**src/rtl/line_irq_pkg.sv**
```systemverilog
// constants for the per-link line interrupt status bank
// assumes an apb master with 32-bit data and word-aligned registers
package line_irq_pkg;
  localparam int LINK_MAX = 4;
  localparam int JW = 7;
  localparam int CW = 16;
  localparam int ADDR_W = 12;
  // register indices; byte address is four times the index
  localparam logic [7:0] IDX_RX_JITTER_CFG = 8'h27;
  localparam logic [7:0] IDX_EVENT_ENABLE_A = 8'h33;
  localparam logic [7:0] IDX_EVENT_ENABLE_B = 8'h34;
  localparam logic [7:0] IDX_EDGE_SELECT = 8'h35;
  localparam logic [7:0] IDX_LINE_STATE = 8'h36;
  localparam logic [7:0] IDX_RX_JITTER = 8'h39;
  localparam logic [7:0] IDX_FLAGS_A = 8'h3a;
  localparam logic [7:0] IDX_FLAGS_B = 8'h3b;
  localparam logic [7:0] IDX_COUNT_HIGH = 8'h3c;
  localparam logic [7:0] IDX_COUNT_LOW = 8'h3d;
  localparam logic [7:0] IDX_REF_CONTROL = 8'h3e;
  localparam logic [7:0] IDX_PENDING_C = 8'h3f;
  localparam logic [7:0] IDX_PENDING_A = 8'h40;
  localparam logic [7:0] IDX_PENDING_B = 8'h41;
  // field positions
  localparam int PEAK_SELECT_BIT = 5;
  localparam int SIGNAL_LOSS_BIT = 0;
  localparam int DRIVER_FAIL_BIT = 2;
  localparam int COUNTER_WRAP_BIT = 0;
  localparam int CODE_VIOL_BIT = 1;
  localparam int ZERO_RUN_BIT = 2;
  localparam int RX_FIFO_BIT = 4;
  localparam int TX_FIFO_BIT = 5;
  localparam int TEMPLATE_BIT = 6;
  localparam int HOLD_HIGH_BIT = 0;
  localparam int LINE_PENDING_BIT = 0;
  localparam int JITTER_CLEAR_BIT = 0;
  // writable and defined bits of each register
  localparam logic [7:0] MASK_A = 8'h05;
  localparam logic [7:0] MASK_B = 8'h77;
  localparam logic [7:0] MASK_CFG = 8'h20;
  localparam logic [7:0] MASK_REF = 8'h01;
  localparam logic [7:0] RESET_BYTE = 8'h00;
  localparam logic [CW-1:0] COUNT_RESET = 16'h0000;
  localparam logic [CW-1:0] COUNT_TOP = 16'hffff;
  localparam logic [JW-1:0] JITTER_RESET = 7'h00;
endpackage

```
**src/rtl/line_irq_bank.sv**
```systemverilog
// per-link line event flags, zero-run counter, jitter readback and
// module pending summary behind an apb slave.
// assumes event pulses and states come from same-clock logic; only the
// master clock pin is sampled through a synchroniser.
// Functional notes
// - test select 0 shows live pointer distance
// - test select 1 shows peak-to-peak since read
// - writing one to jitter register clears it
// - driver fail flag on rise, or both edges
// - signal loss flag on rise, or both edges
// - flags sticky until host writes one
// - template sum overflow sets its flag
// - transmit attenuator fifo slip sets flag
// - receive attenuator fifo slip sets flag
// - excessive zero run sets its flag
// - bipolar or code violation sets flag
// - zero counter wrap sets its flag
// - zero counter readable as two bytes
// - link 0 loss of signal holds references high or clock
// - line interface bit ORs line block pendings
// - other block pending bits read live
// - hdlc pending bits in bits seven to zero
// - enabled flags alone drive interrupt pin
// - state bits show driver fail and loss
// - line interface pending in lowest bit
//
// Local design decision: the APB register port.
`timescale 1ns/1ps
module line_irq_bank
  import line_irq_pkg::*;
#(
  parameter int LINKS = line_irq_pkg::LINK_MAX
)(
  input wire logic pclk,
  input wire logic presetn,
  input wire logic psel,
  input wire logic penable,
  input wire logic pwrite,
  input wire logic [line_irq_pkg::ADDR_W-1:0] paddr,
  input wire logic [31:0] pwdata,
  output logic [31:0] prdata,
  output logic pready,
  output logic pslverr,
  input wire logic [LINKS-1:0] driver_fail_state,
  input wire logic [LINKS-1:0] signal_loss_state,
  input wire logic [LINKS-1:0] template_overflow_event,
  input wire logic [LINKS-1:0] tx_attenuator_fifo_event,
  input wire logic [LINKS-1:0] rx_attenuator_fifo_event,
  input wire logic [LINKS-1:0] zero_run_event,
  input wire logic [LINKS-1:0] code_violation_event,
  input wire logic [line_irq_pkg::JW-1:0] rx_jitter_wr_ptr [LINKS],
  input wire logic [line_irq_pkg::JW-1:0] rx_jitter_rd_ptr [LINKS],
  input wire logic [LINKS-1:0] line_block_pending,
  input wire logic [5:0] framer_blocks_pending [LINKS],
  input wire logic [7:0] hdlc_blocks_pending [LINKS],
  input wire logic master_clock,
  output logic reference_clock_out_a,
  output logic reference_clock_out_b,
  output logic irq_n
);
  import line_irq_pkg::*;

  // refused at elaboration: the address split carries two link bits
  if (LINKS < 1 || LINKS > LINK_MAX)
  begin : g_links_check
    $error("LINKS must be 1 to 4");
  end

  function automatic logic [JW-1:0] ptr_gap(input logic [JW-1:0] w,
                                            input logic [JW-1:0] r);
    ptr_gap = w - r;
  endfunction

  function automatic logic [7:0] w1c(input logic [7:0] cur,
                                     input logic [7:0] set,
                                     input logic [7:0] clr,
                                     input logic [7:0] mask);
    // a set in the clearing cycle survives
    w1c = ((cur & ~clr) | set) & mask;
  endfunction

  // register state per link
  logic [7:0] enable_a_reg [LINKS];
  logic [7:0] enable_a_next [LINKS];
  logic [7:0] enable_b_reg [LINKS];
  logic [7:0] enable_b_next [LINKS];
  logic [7:0] edge_sel_reg [LINKS];
  logic [7:0] edge_sel_next [LINKS];
  logic [7:0] jit_cfg_reg [LINKS];
  logic [7:0] jit_cfg_next [LINKS];
  logic [7:0] ref_ctl_reg [LINKS];
  logic [7:0] ref_ctl_next [LINKS];
  logic [7:0] flags_a_reg [LINKS];
  logic [7:0] flags_a_next [LINKS];
  logic [7:0] flags_b_reg [LINKS];
  logic [7:0] flags_b_next [LINKS];
  logic [CW-1:0] count_reg [LINKS];
  logic [CW-1:0] count_next [LINKS];
  logic [JW-1:0] jit_reg [LINKS];
  logic [JW-1:0] jit_next [LINKS];
  logic [JW-1:0] jmin_reg [LINKS];
  logic [JW-1:0] jmin_next [LINKS];
  logic [JW-1:0] jmax_reg [LINKS];
  logic [JW-1:0] jmax_next [LINKS];
  logic [LINKS-1:0] df_prev_reg;
  logic [LINKS-1:0] df_prev_next;
  logic [LINKS-1:0] los_prev_reg;
  logic [LINKS-1:0] los_prev_next;
  // bus and pin state
  logic [31:0] prdata_next;
  logic pready_next;
  logic pslverr_next;
  logic irq_n_next;
  logic ref_a_next;
  logic ref_b_next;
  logic mclk_meta_reg;
  logic mclk_sync_reg;

  // address split: link in the top bits, register index below
  logic [1:0] link_sel;
  logic [7:0] reg_idx;
  logic mapped;
  logic setup;
  logic done;
  assign link_sel = paddr[ADDR_W-1:ADDR_W-2];
  assign reg_idx = paddr[ADDR_W-3:2];
  assign setup = psel && !penable;
  assign done = psel && penable && pready;

  function automatic logic idx_known(input logic [7:0] i);
    unique case (i)
      IDX_RX_JITTER_CFG, IDX_EVENT_ENABLE_A, IDX_EVENT_ENABLE_B,
      IDX_EDGE_SELECT, IDX_LINE_STATE, IDX_RX_JITTER, IDX_FLAGS_A,
      IDX_FLAGS_B, IDX_COUNT_HIGH, IDX_COUNT_LOW, IDX_REF_CONTROL,
      IDX_PENDING_C, IDX_PENDING_A, IDX_PENDING_B: idx_known = 1'b1;
      default: idx_known = 1'b0;
    endcase
  endfunction

  assign mapped = (32'(link_sel) < LINKS) && idx_known(reg_idx) &&
                  (paddr[1:0] == 2'b00);

  // line interface summary: enabled own flags plus other line blocks
  function automatic logic line_pending(input logic [7:0] fa,
                                        input logic [7:0] fb,
                                        input logic [7:0] ea,
                                        input logic [7:0] eb,
                                        input logic other);
    line_pending = |(fa & ea) || |(fb & eb) || other;
  endfunction

  // per-link next state
  always_comb
  begin
    logic wr_hit;
    logic rd_hit;
    logic [7:0] set_a;
    logic [7:0] set_b;
    logic [7:0] clr;
    logic [JW-1:0] gap;
    wr_hit = 1'b0;
    rd_hit = 1'b0;
    set_a = RESET_BYTE;
    set_b = RESET_BYTE;
    clr = RESET_BYTE;
    gap = JITTER_RESET;
    for (int l = 0; l < LINKS; l++)
    begin
      wr_hit = done && pwrite && mapped && (32'(link_sel) == l);
      rd_hit = done && !pwrite && mapped && (32'(link_sel) == l);
      clr = pwdata[7:0];
      enable_a_next[l] = enable_a_reg[l];
      enable_b_next[l] = enable_b_reg[l];
      edge_sel_next[l] = edge_sel_reg[l];
      jit_cfg_next[l] = jit_cfg_reg[l];
      ref_ctl_next[l] = ref_ctl_reg[l];
      if (wr_hit && reg_idx == IDX_EVENT_ENABLE_A)
        enable_a_next[l] = pwdata[7:0] & MASK_A;
      if (wr_hit && reg_idx == IDX_EVENT_ENABLE_B)
        enable_b_next[l] = pwdata[7:0] & MASK_B;
      if (wr_hit && reg_idx == IDX_EDGE_SELECT)
        edge_sel_next[l] = pwdata[7:0] & MASK_A;
      if (wr_hit && reg_idx == IDX_RX_JITTER_CFG)
        jit_cfg_next[l] = pwdata[7:0] & MASK_CFG;
      if (wr_hit && reg_idx == IDX_REF_CONTROL)
        ref_ctl_next[l] = pwdata[7:0] & MASK_REF;

      df_prev_next[l] = driver_fail_state[l];
      los_prev_next[l] = signal_loss_state[l];
      set_a = RESET_BYTE;
      set_a[DRIVER_FAIL_BIT] = edge_sel_reg[l][DRIVER_FAIL_BIT] ?
        (driver_fail_state[l] != df_prev_reg[l]) :
        (driver_fail_state[l] && !df_prev_reg[l]);
      set_a[SIGNAL_LOSS_BIT] = edge_sel_reg[l][SIGNAL_LOSS_BIT] ?
        (signal_loss_state[l] != los_prev_reg[l]) :
        (signal_loss_state[l] && !los_prev_reg[l]);

      count_next[l] = count_reg[l];
      if (zero_run_event[l])
        count_next[l] = count_reg[l] + 16'h0001;
      set_b = RESET_BYTE;
      set_b[TEMPLATE_BIT] = template_overflow_event[l];
      set_b[TX_FIFO_BIT] = tx_attenuator_fifo_event[l];
      set_b[RX_FIFO_BIT] = rx_attenuator_fifo_event[l];
      set_b[ZERO_RUN_BIT] = zero_run_event[l];
      set_b[CODE_VIOL_BIT] = code_violation_event[l];
      set_b[COUNTER_WRAP_BIT] = zero_run_event[l] &&
                                count_reg[l] == COUNT_TOP;

      flags_a_next[l] = w1c(flags_a_reg[l], set_a,
        (wr_hit && reg_idx == IDX_FLAGS_A) ? clr : RESET_BYTE,
        MASK_A);
      flags_b_next[l] = w1c(flags_b_reg[l], set_b,
        (wr_hit && reg_idx == IDX_FLAGS_B) ? clr : RESET_BYTE,
        MASK_B);

      // peak window restarts on every read and on every write of the jitter register
      gap = ptr_gap(rx_jitter_wr_ptr[l], rx_jitter_rd_ptr[l]);
      jmin_next[l] = (gap < jmin_reg[l]) ? gap : jmin_reg[l];
      jmax_next[l] = (gap > jmax_reg[l]) ? gap : jmax_reg[l];
      if (jit_cfg_reg[l][PEAK_SELECT_BIT])
        jit_next[l] = jmax_next[l] - jmin_next[l];
      else
        jit_next[l] = gap;
      if ((rd_hit || wr_hit) && reg_idx == IDX_RX_JITTER)
      begin
        jmin_next[l] = gap;
        jmax_next[l] = gap;
      end
      if (wr_hit && reg_idx == IDX_RX_JITTER &&
          pwdata[JITTER_CLEAR_BIT])
        jit_next[l] = JITTER_RESET;
    end
  end

  // read mux and pins
  always_comb
  begin
    logic [7:0] rd;
    logic any_irq;
    logic [1:0] l;
    rd = RESET_BYTE;
    any_irq = 1'b0;
    l = link_sel;
    for (int k = 0; k < LINKS; k++)
      any_irq = any_irq || |(flags_a_reg[k] & enable_a_reg[k]) ||
                |(flags_b_reg[k] & enable_b_reg[k]);
    if (mapped)
    begin
      unique case (reg_idx)
        IDX_RX_JITTER_CFG: rd = jit_cfg_reg[l];
        IDX_EVENT_ENABLE_A: rd = enable_a_reg[l];
        IDX_EVENT_ENABLE_B: rd = enable_b_reg[l];
        IDX_EDGE_SELECT: rd = edge_sel_reg[l];
        IDX_LINE_STATE:
        begin
          rd[DRIVER_FAIL_BIT] = df_prev_reg[l];
          rd[SIGNAL_LOSS_BIT] = los_prev_reg[l];
        end
        IDX_RX_JITTER: rd = {1'b0, jit_reg[l]};
        IDX_FLAGS_A: rd = flags_a_reg[l];
        IDX_FLAGS_B: rd = flags_b_reg[l];
        IDX_COUNT_HIGH: rd = count_reg[l][CW-1:8];
        IDX_COUNT_LOW: rd = count_reg[l][7:0];
        IDX_REF_CONTROL: rd = ref_ctl_reg[l];
        IDX_PENDING_C:
          rd[LINE_PENDING_BIT] = line_pending(flags_a_reg[l],
            flags_b_reg[l], enable_a_reg[l], enable_b_reg[l],
            line_block_pending[l]);
        IDX_PENDING_A: rd = {2'b00, framer_blocks_pending[l]};
        IDX_PENDING_B: rd = hdlc_blocks_pending[l];
        default: rd = RESET_BYTE;
      endcase
    end
    // answer is ready in the access cycle after setup
    pready_next = setup;
    pslverr_next = setup && !mapped;
    prdata_next = (setup && !pwrite) ? {24'h000000, rd} : prdata;
    irq_n_next = !any_irq;
    // references follow link 0 loss; mclk passes through a sampler
    if (signal_loss_state[0] && ref_ctl_reg[0][HOLD_HIGH_BIT])
    begin
      ref_a_next = 1'b1;
      ref_b_next = 1'b1;
    end
    else
    begin
      ref_a_next = mclk_sync_reg;
      ref_b_next = mclk_sync_reg;
    end
  end

  always_ff @(posedge pclk or negedge presetn)
  begin
    if (!presetn)
    begin
      for (int l = 0; l < LINKS; l++)
      begin
        enable_a_reg[l] <= RESET_BYTE;
        enable_b_reg[l] <= RESET_BYTE;
        edge_sel_reg[l] <= RESET_BYTE;
        jit_cfg_reg[l] <= RESET_BYTE;
        ref_ctl_reg[l] <= RESET_BYTE;
        flags_a_reg[l] <= RESET_BYTE;
        flags_b_reg[l] <= RESET_BYTE;
        count_reg[l] <= COUNT_RESET;
        jit_reg[l] <= JITTER_RESET;
        jmin_reg[l] <= JITTER_RESET;
        jmax_reg[l] <= JITTER_RESET;
      end
      df_prev_reg <= '0;
      los_prev_reg <= '0;
      prdata <= 32'h00000000;
      pready <= 1'b0;
      pslverr <= 1'b0;
      irq_n <= 1'b1;
      reference_clock_out_a <= 1'b0;
      reference_clock_out_b <= 1'b0;
      mclk_meta_reg <= 1'b0;
      mclk_sync_reg <= 1'b0;
    end
    else
    begin
      enable_a_reg <= enable_a_next;
      enable_b_reg <= enable_b_next;
      edge_sel_reg <= edge_sel_next;
      jit_cfg_reg <= jit_cfg_next;
      ref_ctl_reg <= ref_ctl_next;
      flags_a_reg <= flags_a_next;
      flags_b_reg <= flags_b_next;
      count_reg <= count_next;
      jit_reg <= jit_next;
      jmin_reg <= jmin_next;
      jmax_reg <= jmax_next;
      df_prev_reg <= df_prev_next;
      los_prev_reg <= los_prev_next;
      prdata <= prdata_next;
      pready <= pready_next;
      pslverr <= pslverr_next;
      irq_n <= irq_n_next;
      reference_clock_out_a <= ref_a_next;
      reference_clock_out_b <= ref_b_next;
      mclk_meta_reg <= master_clock;
      mclk_sync_reg <= mclk_meta_reg;
    end
  end
endmodule

```
**config.mk**
```make
export PLATFORM = sky130hd
export DESIGN_NAME = line_irq_bank
export DESIGN_NICKNAME = d
export VERILOG_FILES = /design/src/rtl/line_irq_pkg.sv /design/src/rtl/line_irq_bank.sv
export SDC_FILE = /design/constraint.sdc
export NUM_CORES = 1
export LEC_CHECK = 0
export BUFFER_PORTS_ARGS = -buffer_cell sky130_fd_sc_hd__buf_4
export CELL_PAD_IN_SITES_DETAIL_PLACEMENT = 0
export CELL_PAD_IN_SITES_GLOBAL_PLACEMENT = 1
export CORE_UTILIZATION = 49
export DETAILED_ROUTE_END_ITERATION = 12
export GPL_TIMING_DRIVEN = 0
export HOLD_SLACK_MARGIN = 0.06
export PLACE_DENSITY_LB_ADDON = 0.1
export SYNTH_ARGS = -nofsm -noshare
export SYNTH_HDL_FRONTEND = slang
export SYNTH_SLANG_ARGS = --single-unit
export TNS_END_PERCENT = 1
```
**constraint.sdc**
```tcl
create_clock -name pclk -period 9.15 [get_ports pclk]
set_input_delay 1.83 -clock pclk [delete_from_list [all_inputs] [get_ports pclk]]
set_output_delay 1.83 -clock pclk [all_outputs]
set_load 0.1 [all_outputs]
```
==> flow_summary_export.csv <==
group,metric,value,unit
floorplan,ios,231,
timing,period_share,81.9,%
placed_design,dp_hpwl,34.7,mm
floorplan,initial_core_util,50.0,%
run,drv_cap,0,
clock_network,cts_hold_buf,0,
logic_synthesis,synthesis.area,16300,um2
logic_synthesis,ys_warn_count,0,
drt,ant_nets,0,
logic_synthesis,synthAdderAreaFrac,9.42,%
critical_path,cpMostUsedCell,"a21oi_1",
global_route,grt_pass1_wl,71.7,mm
cells_and_area,antennaDiodeCount,0,
clock_network,postCtsSetupBuffers,0,
timing,fin_setup_tns,0,ns
logic_synthesis,synth_top_family_by_area,"multiplexers",
clock_network,cts_buffers,28,
global_route,gr-usage-all-layers,27.1,%
global_route,first_global_vias,13000,
drt,first_pass_iters,6,
clock_network,ctsResizeCount,0,
cells_and_area,ff_latch_area,6260,um2
logic_synthesis,synthCells,1594,
power,p_per_area,280,nW/um2
placed_design,place_congestion,0.948,
drt,viasPerCell,5.75,
floorplan,num_rows,66,
power,worst_ir_drop_vdd,0.149,mV
clock_network,clk_latency,0.58,ns
cells_and_area,fillCellCount,2876,
worst_hold_path,hold_path.class,"register to register",
drt,remaining_drc_errors,0,
critical_path,endpoint_kind,"register",
timing,max_freq,133,MHz
cells_and_area,final_area,19400,um2
global_route,antenna_found_initial,0,
clock_network,root_buffer,"clkbuf_16",
logic_synthesis,synth_compound_gate_area_share,13.6,%
cells_and_area,largest_reg_flops,64,
timing,fin_skew,0.0373,ns
global_route,grt_max_degree,101,
drt,wl,45.2,mm
timing,tightest_slew,1.25,ns
critical_path,required,9.56,ns
cells_and_area,final_nets,2137,
placed_design,portBuffers,176,
timing,setup_viol_count_final,0,
clock_network,cts.sinks,250,
critical_path,r2r_slack,4.22,ns
power,power_leakage,8.97,nW
clock_network,h-tree-depth,1,
critical_path,worstPathMaxFanout,9,
floorplan,die-area,34100,um2
floorplan,die_h,185,um
timing,finalHoldViolCount,0,
timing,fin_crit,7.50,ns
timing,relSlewSlack,15.8,%
cells_and_area,multi_input_area,9360,um2
placed_design,postPlaceCellArea,18400,um2
critical_path,slowest_stage,"a211oi_1",
floorplan,coreArea,32700,um2
logic_synthesis,synth-xor-area-share,5.76,%
logic_synthesis,ys_ff_latch,250,
logic_synthesis,synth.avg_cell_area,10.2,um2
drt,num_vias,13200,
clock_network,clk_pin_slew,0.06,ns
logic_synthesis,muxShareOfSynthArea,15.2,%
logic_synthesis,yosys.area_share.simple,12.8,%
clock_network,cts_buffer_depth,3,
global_route,globalRoute.totalOverflow,0,
outcome,status,"finished, final reports clean",
timing,slew_viol_final,0,
critical_path,worstPathArrival,7.91,ns
critical_path,slowest_delay,0.70,ns
logic_synthesis,seq_area_frac_synth,38.3,%
logic_synthesis,synthFlopType,"dfrtp_1",
timing,rsz0062_at_grt,"no",
cells_and_area,areaGrowthSynthToFinish,18.7,%
floorplan,die_w,185,um
drt,drt_iter0_drc,920,
logic_synthesis,yosysUniqueCellTypes,81,
drt,wl_per_cell,19.7,um
logic_synthesis,synth_edf_count,0,
clock_network,cts_tree,"built",
critical_path,worstSetupStartpointType,"input pin",
logic_synthesis,synthArstFlopShare,100,%
cells_and_area,layout-drive-gt1-share,22.5,%
critical_path,criticalPathCategory,"input pin to register",
==> per-stage QoR <==
| step | hold slack [ns] | cells | setup slack [ns] | util, % | power, mW |
|---|---|---|---|---|---|
| global placement | 0.336 | 2235 | 1.27 | 55.9 | 4.12 |
| global route | 0.366 | 2289 | 1.25 | 59.3 | 5.86 |
| floorplan | 0.331 | 1617 | 2.35 | - | 3.54 |
| CTS | 0.352 | 2289 | 1.73 | 59.3 | 5.45 |
| finish | 0.351 | 2289 | 1.65 | 59.3 | 5.42 |
| detailed placement | 0.339 | 2237 | 1.15 | 56.1 | 4.17 |
==> path summary, 6_finish.rpt <==
| kind | cells past startpoint | startpoint | to |
|---|---|---|---|
| setup / recovery | 28 | rx_jitter_wr_ptr[7] | jit_reg[13] |
| hold / removal | 0 | mclk_meta_reg | mclk_sync_reg |
| setup reg to reg | 20 | jmax_reg[8] | jit_reg[13] |
| hold reg to reg | 0 | mclk_meta_reg | mclk_sync_reg |
| max in group asynchronous | 2 | presetn | jmax_reg[9] |
| min in group asynchronous | 1 | presetn | count_reg[53] |
==> layer usage <==
| layer | vias up | global-route usage, % | routed length [um] |
|---|---|---|---|
| met5 | - | 0 | 0 |
| met4 | 0 | 9.40 | 1620 |
| met3 | 90 | 3.34 | 2510 |
| met2 | 439 | 45.9 | 21900 |
| met1 | 6470 | 35.8 | 19100 |
| li1 | 6159 | - | - |
==> worst max-delay path: cells and delay by family <==
kind                     cells  cell delay (ns)
AND/OR/NAND/NOR              4             0.45
XOR/XNOR                     1             0.36
multiplexers                 1             0.08
adder cells (fa/ha/maj)      5             1.58
buffers and inverters        3             0.22
AO/OA/AOI/OAI               14             3.36
==> cells in the mapped netlist, types with 7 or more instances <==
cell | instances | area (um2)
inv_1 | 113 | 424
nor3_1 | 11 | 55.1
xor2_1 | 30 | 263
nor2b_1 | 21 | 131
and3_1 | 18 | 113
clkbuf_1 | 27 | 101
mux2_2 | 65 | 732
a211oi_1 | 14 | 105
mux2i_1 | 38 | 380
buf_2 | 12 | 60.1
nand2_1 | 168 | 631
a21boi_0 | 7 | 52.6
mux4_2 | 60 | 1350
o21a_1 | 17 | 128
nand3_1 | 26 | 130
o21bai_1 | 8 | 60.1
nand2b_1 | 14 | 87.6
a221oi_1 | 9 | 78.8
dfrtp_1 | 249 | 6230
fa_1 | 7 | 140
nand4_1 | 35 | 219
nor2_1 | 126 | 473
a22o_1 | 15 | 131
a21o_1 | 43 | 323
o211ai_1 | 7 | 52.6
a21oi_1 | 77 | 385
a22oi_1 | 19 | 143
buf_4 | 26 | 195
ha_1 | 111 | 1390
xnor2_1 | 73 | 639
o21ai_0 | 67 | 335
==> final cells by class <==
class / instances / area share (%)
Inverter: 113 / 2.19
Clock inverter: 16 / 1.33
Sequential cell: 250 / 32.3
Timing Repair Buffer: 178 / 7.14
Tap cell: 442 / 2.85
Buffer: 69 / 1.96
Multi-Input combinational cell: 1185 / 48.3
Clock buffer: 36 / 3.98
==> logic make-up (layout without fill, tap and decap cells) <==
kind of cell,count (synthesis),count (layout)
buf+inv,182,412
flops,250,250
xor+xnor,105,105
compound gates,325,325
simple gates,447,447
other cells,1,24
mux,165,165
fa+ha+maj,119,119
==> cell usage in the layout, fill, tap and decap left out, types with 15 or more instances in the layout <==
cell,instances
buf_4,201
clkbuf_16,28
nand2_1,168
mux2i_1,38
a22o_1,15
mux2_2,65
dfrtp_1,249
a21oi_1,77
nand3_1,26
o21a_1,17
nand4_1,35
a21o_1,43
clkbuf_1,31
xnor2_1,73
nor2_1,126
mux4_2,60
a22oi_1,19
xor2_1,30
nor2b_1,21
and3_1,18
conb_1,24
ha_1,111
inv_1,113
o21ai_0,67
==> where the power goes <==
| part | internal, mW | switching, mW | total (mW) | leakage [nW] |
|---|---|---|---|---|
| combinational | 1.19 | 1.48 | 2.67 | 5.38 |
| clock | 0.766 | 0.487 | 1.25 | 0.506 |
| sequential | 1.33 | 0.172 | 1.50 | 3.08 |
(Power assumes the default switching activity.)
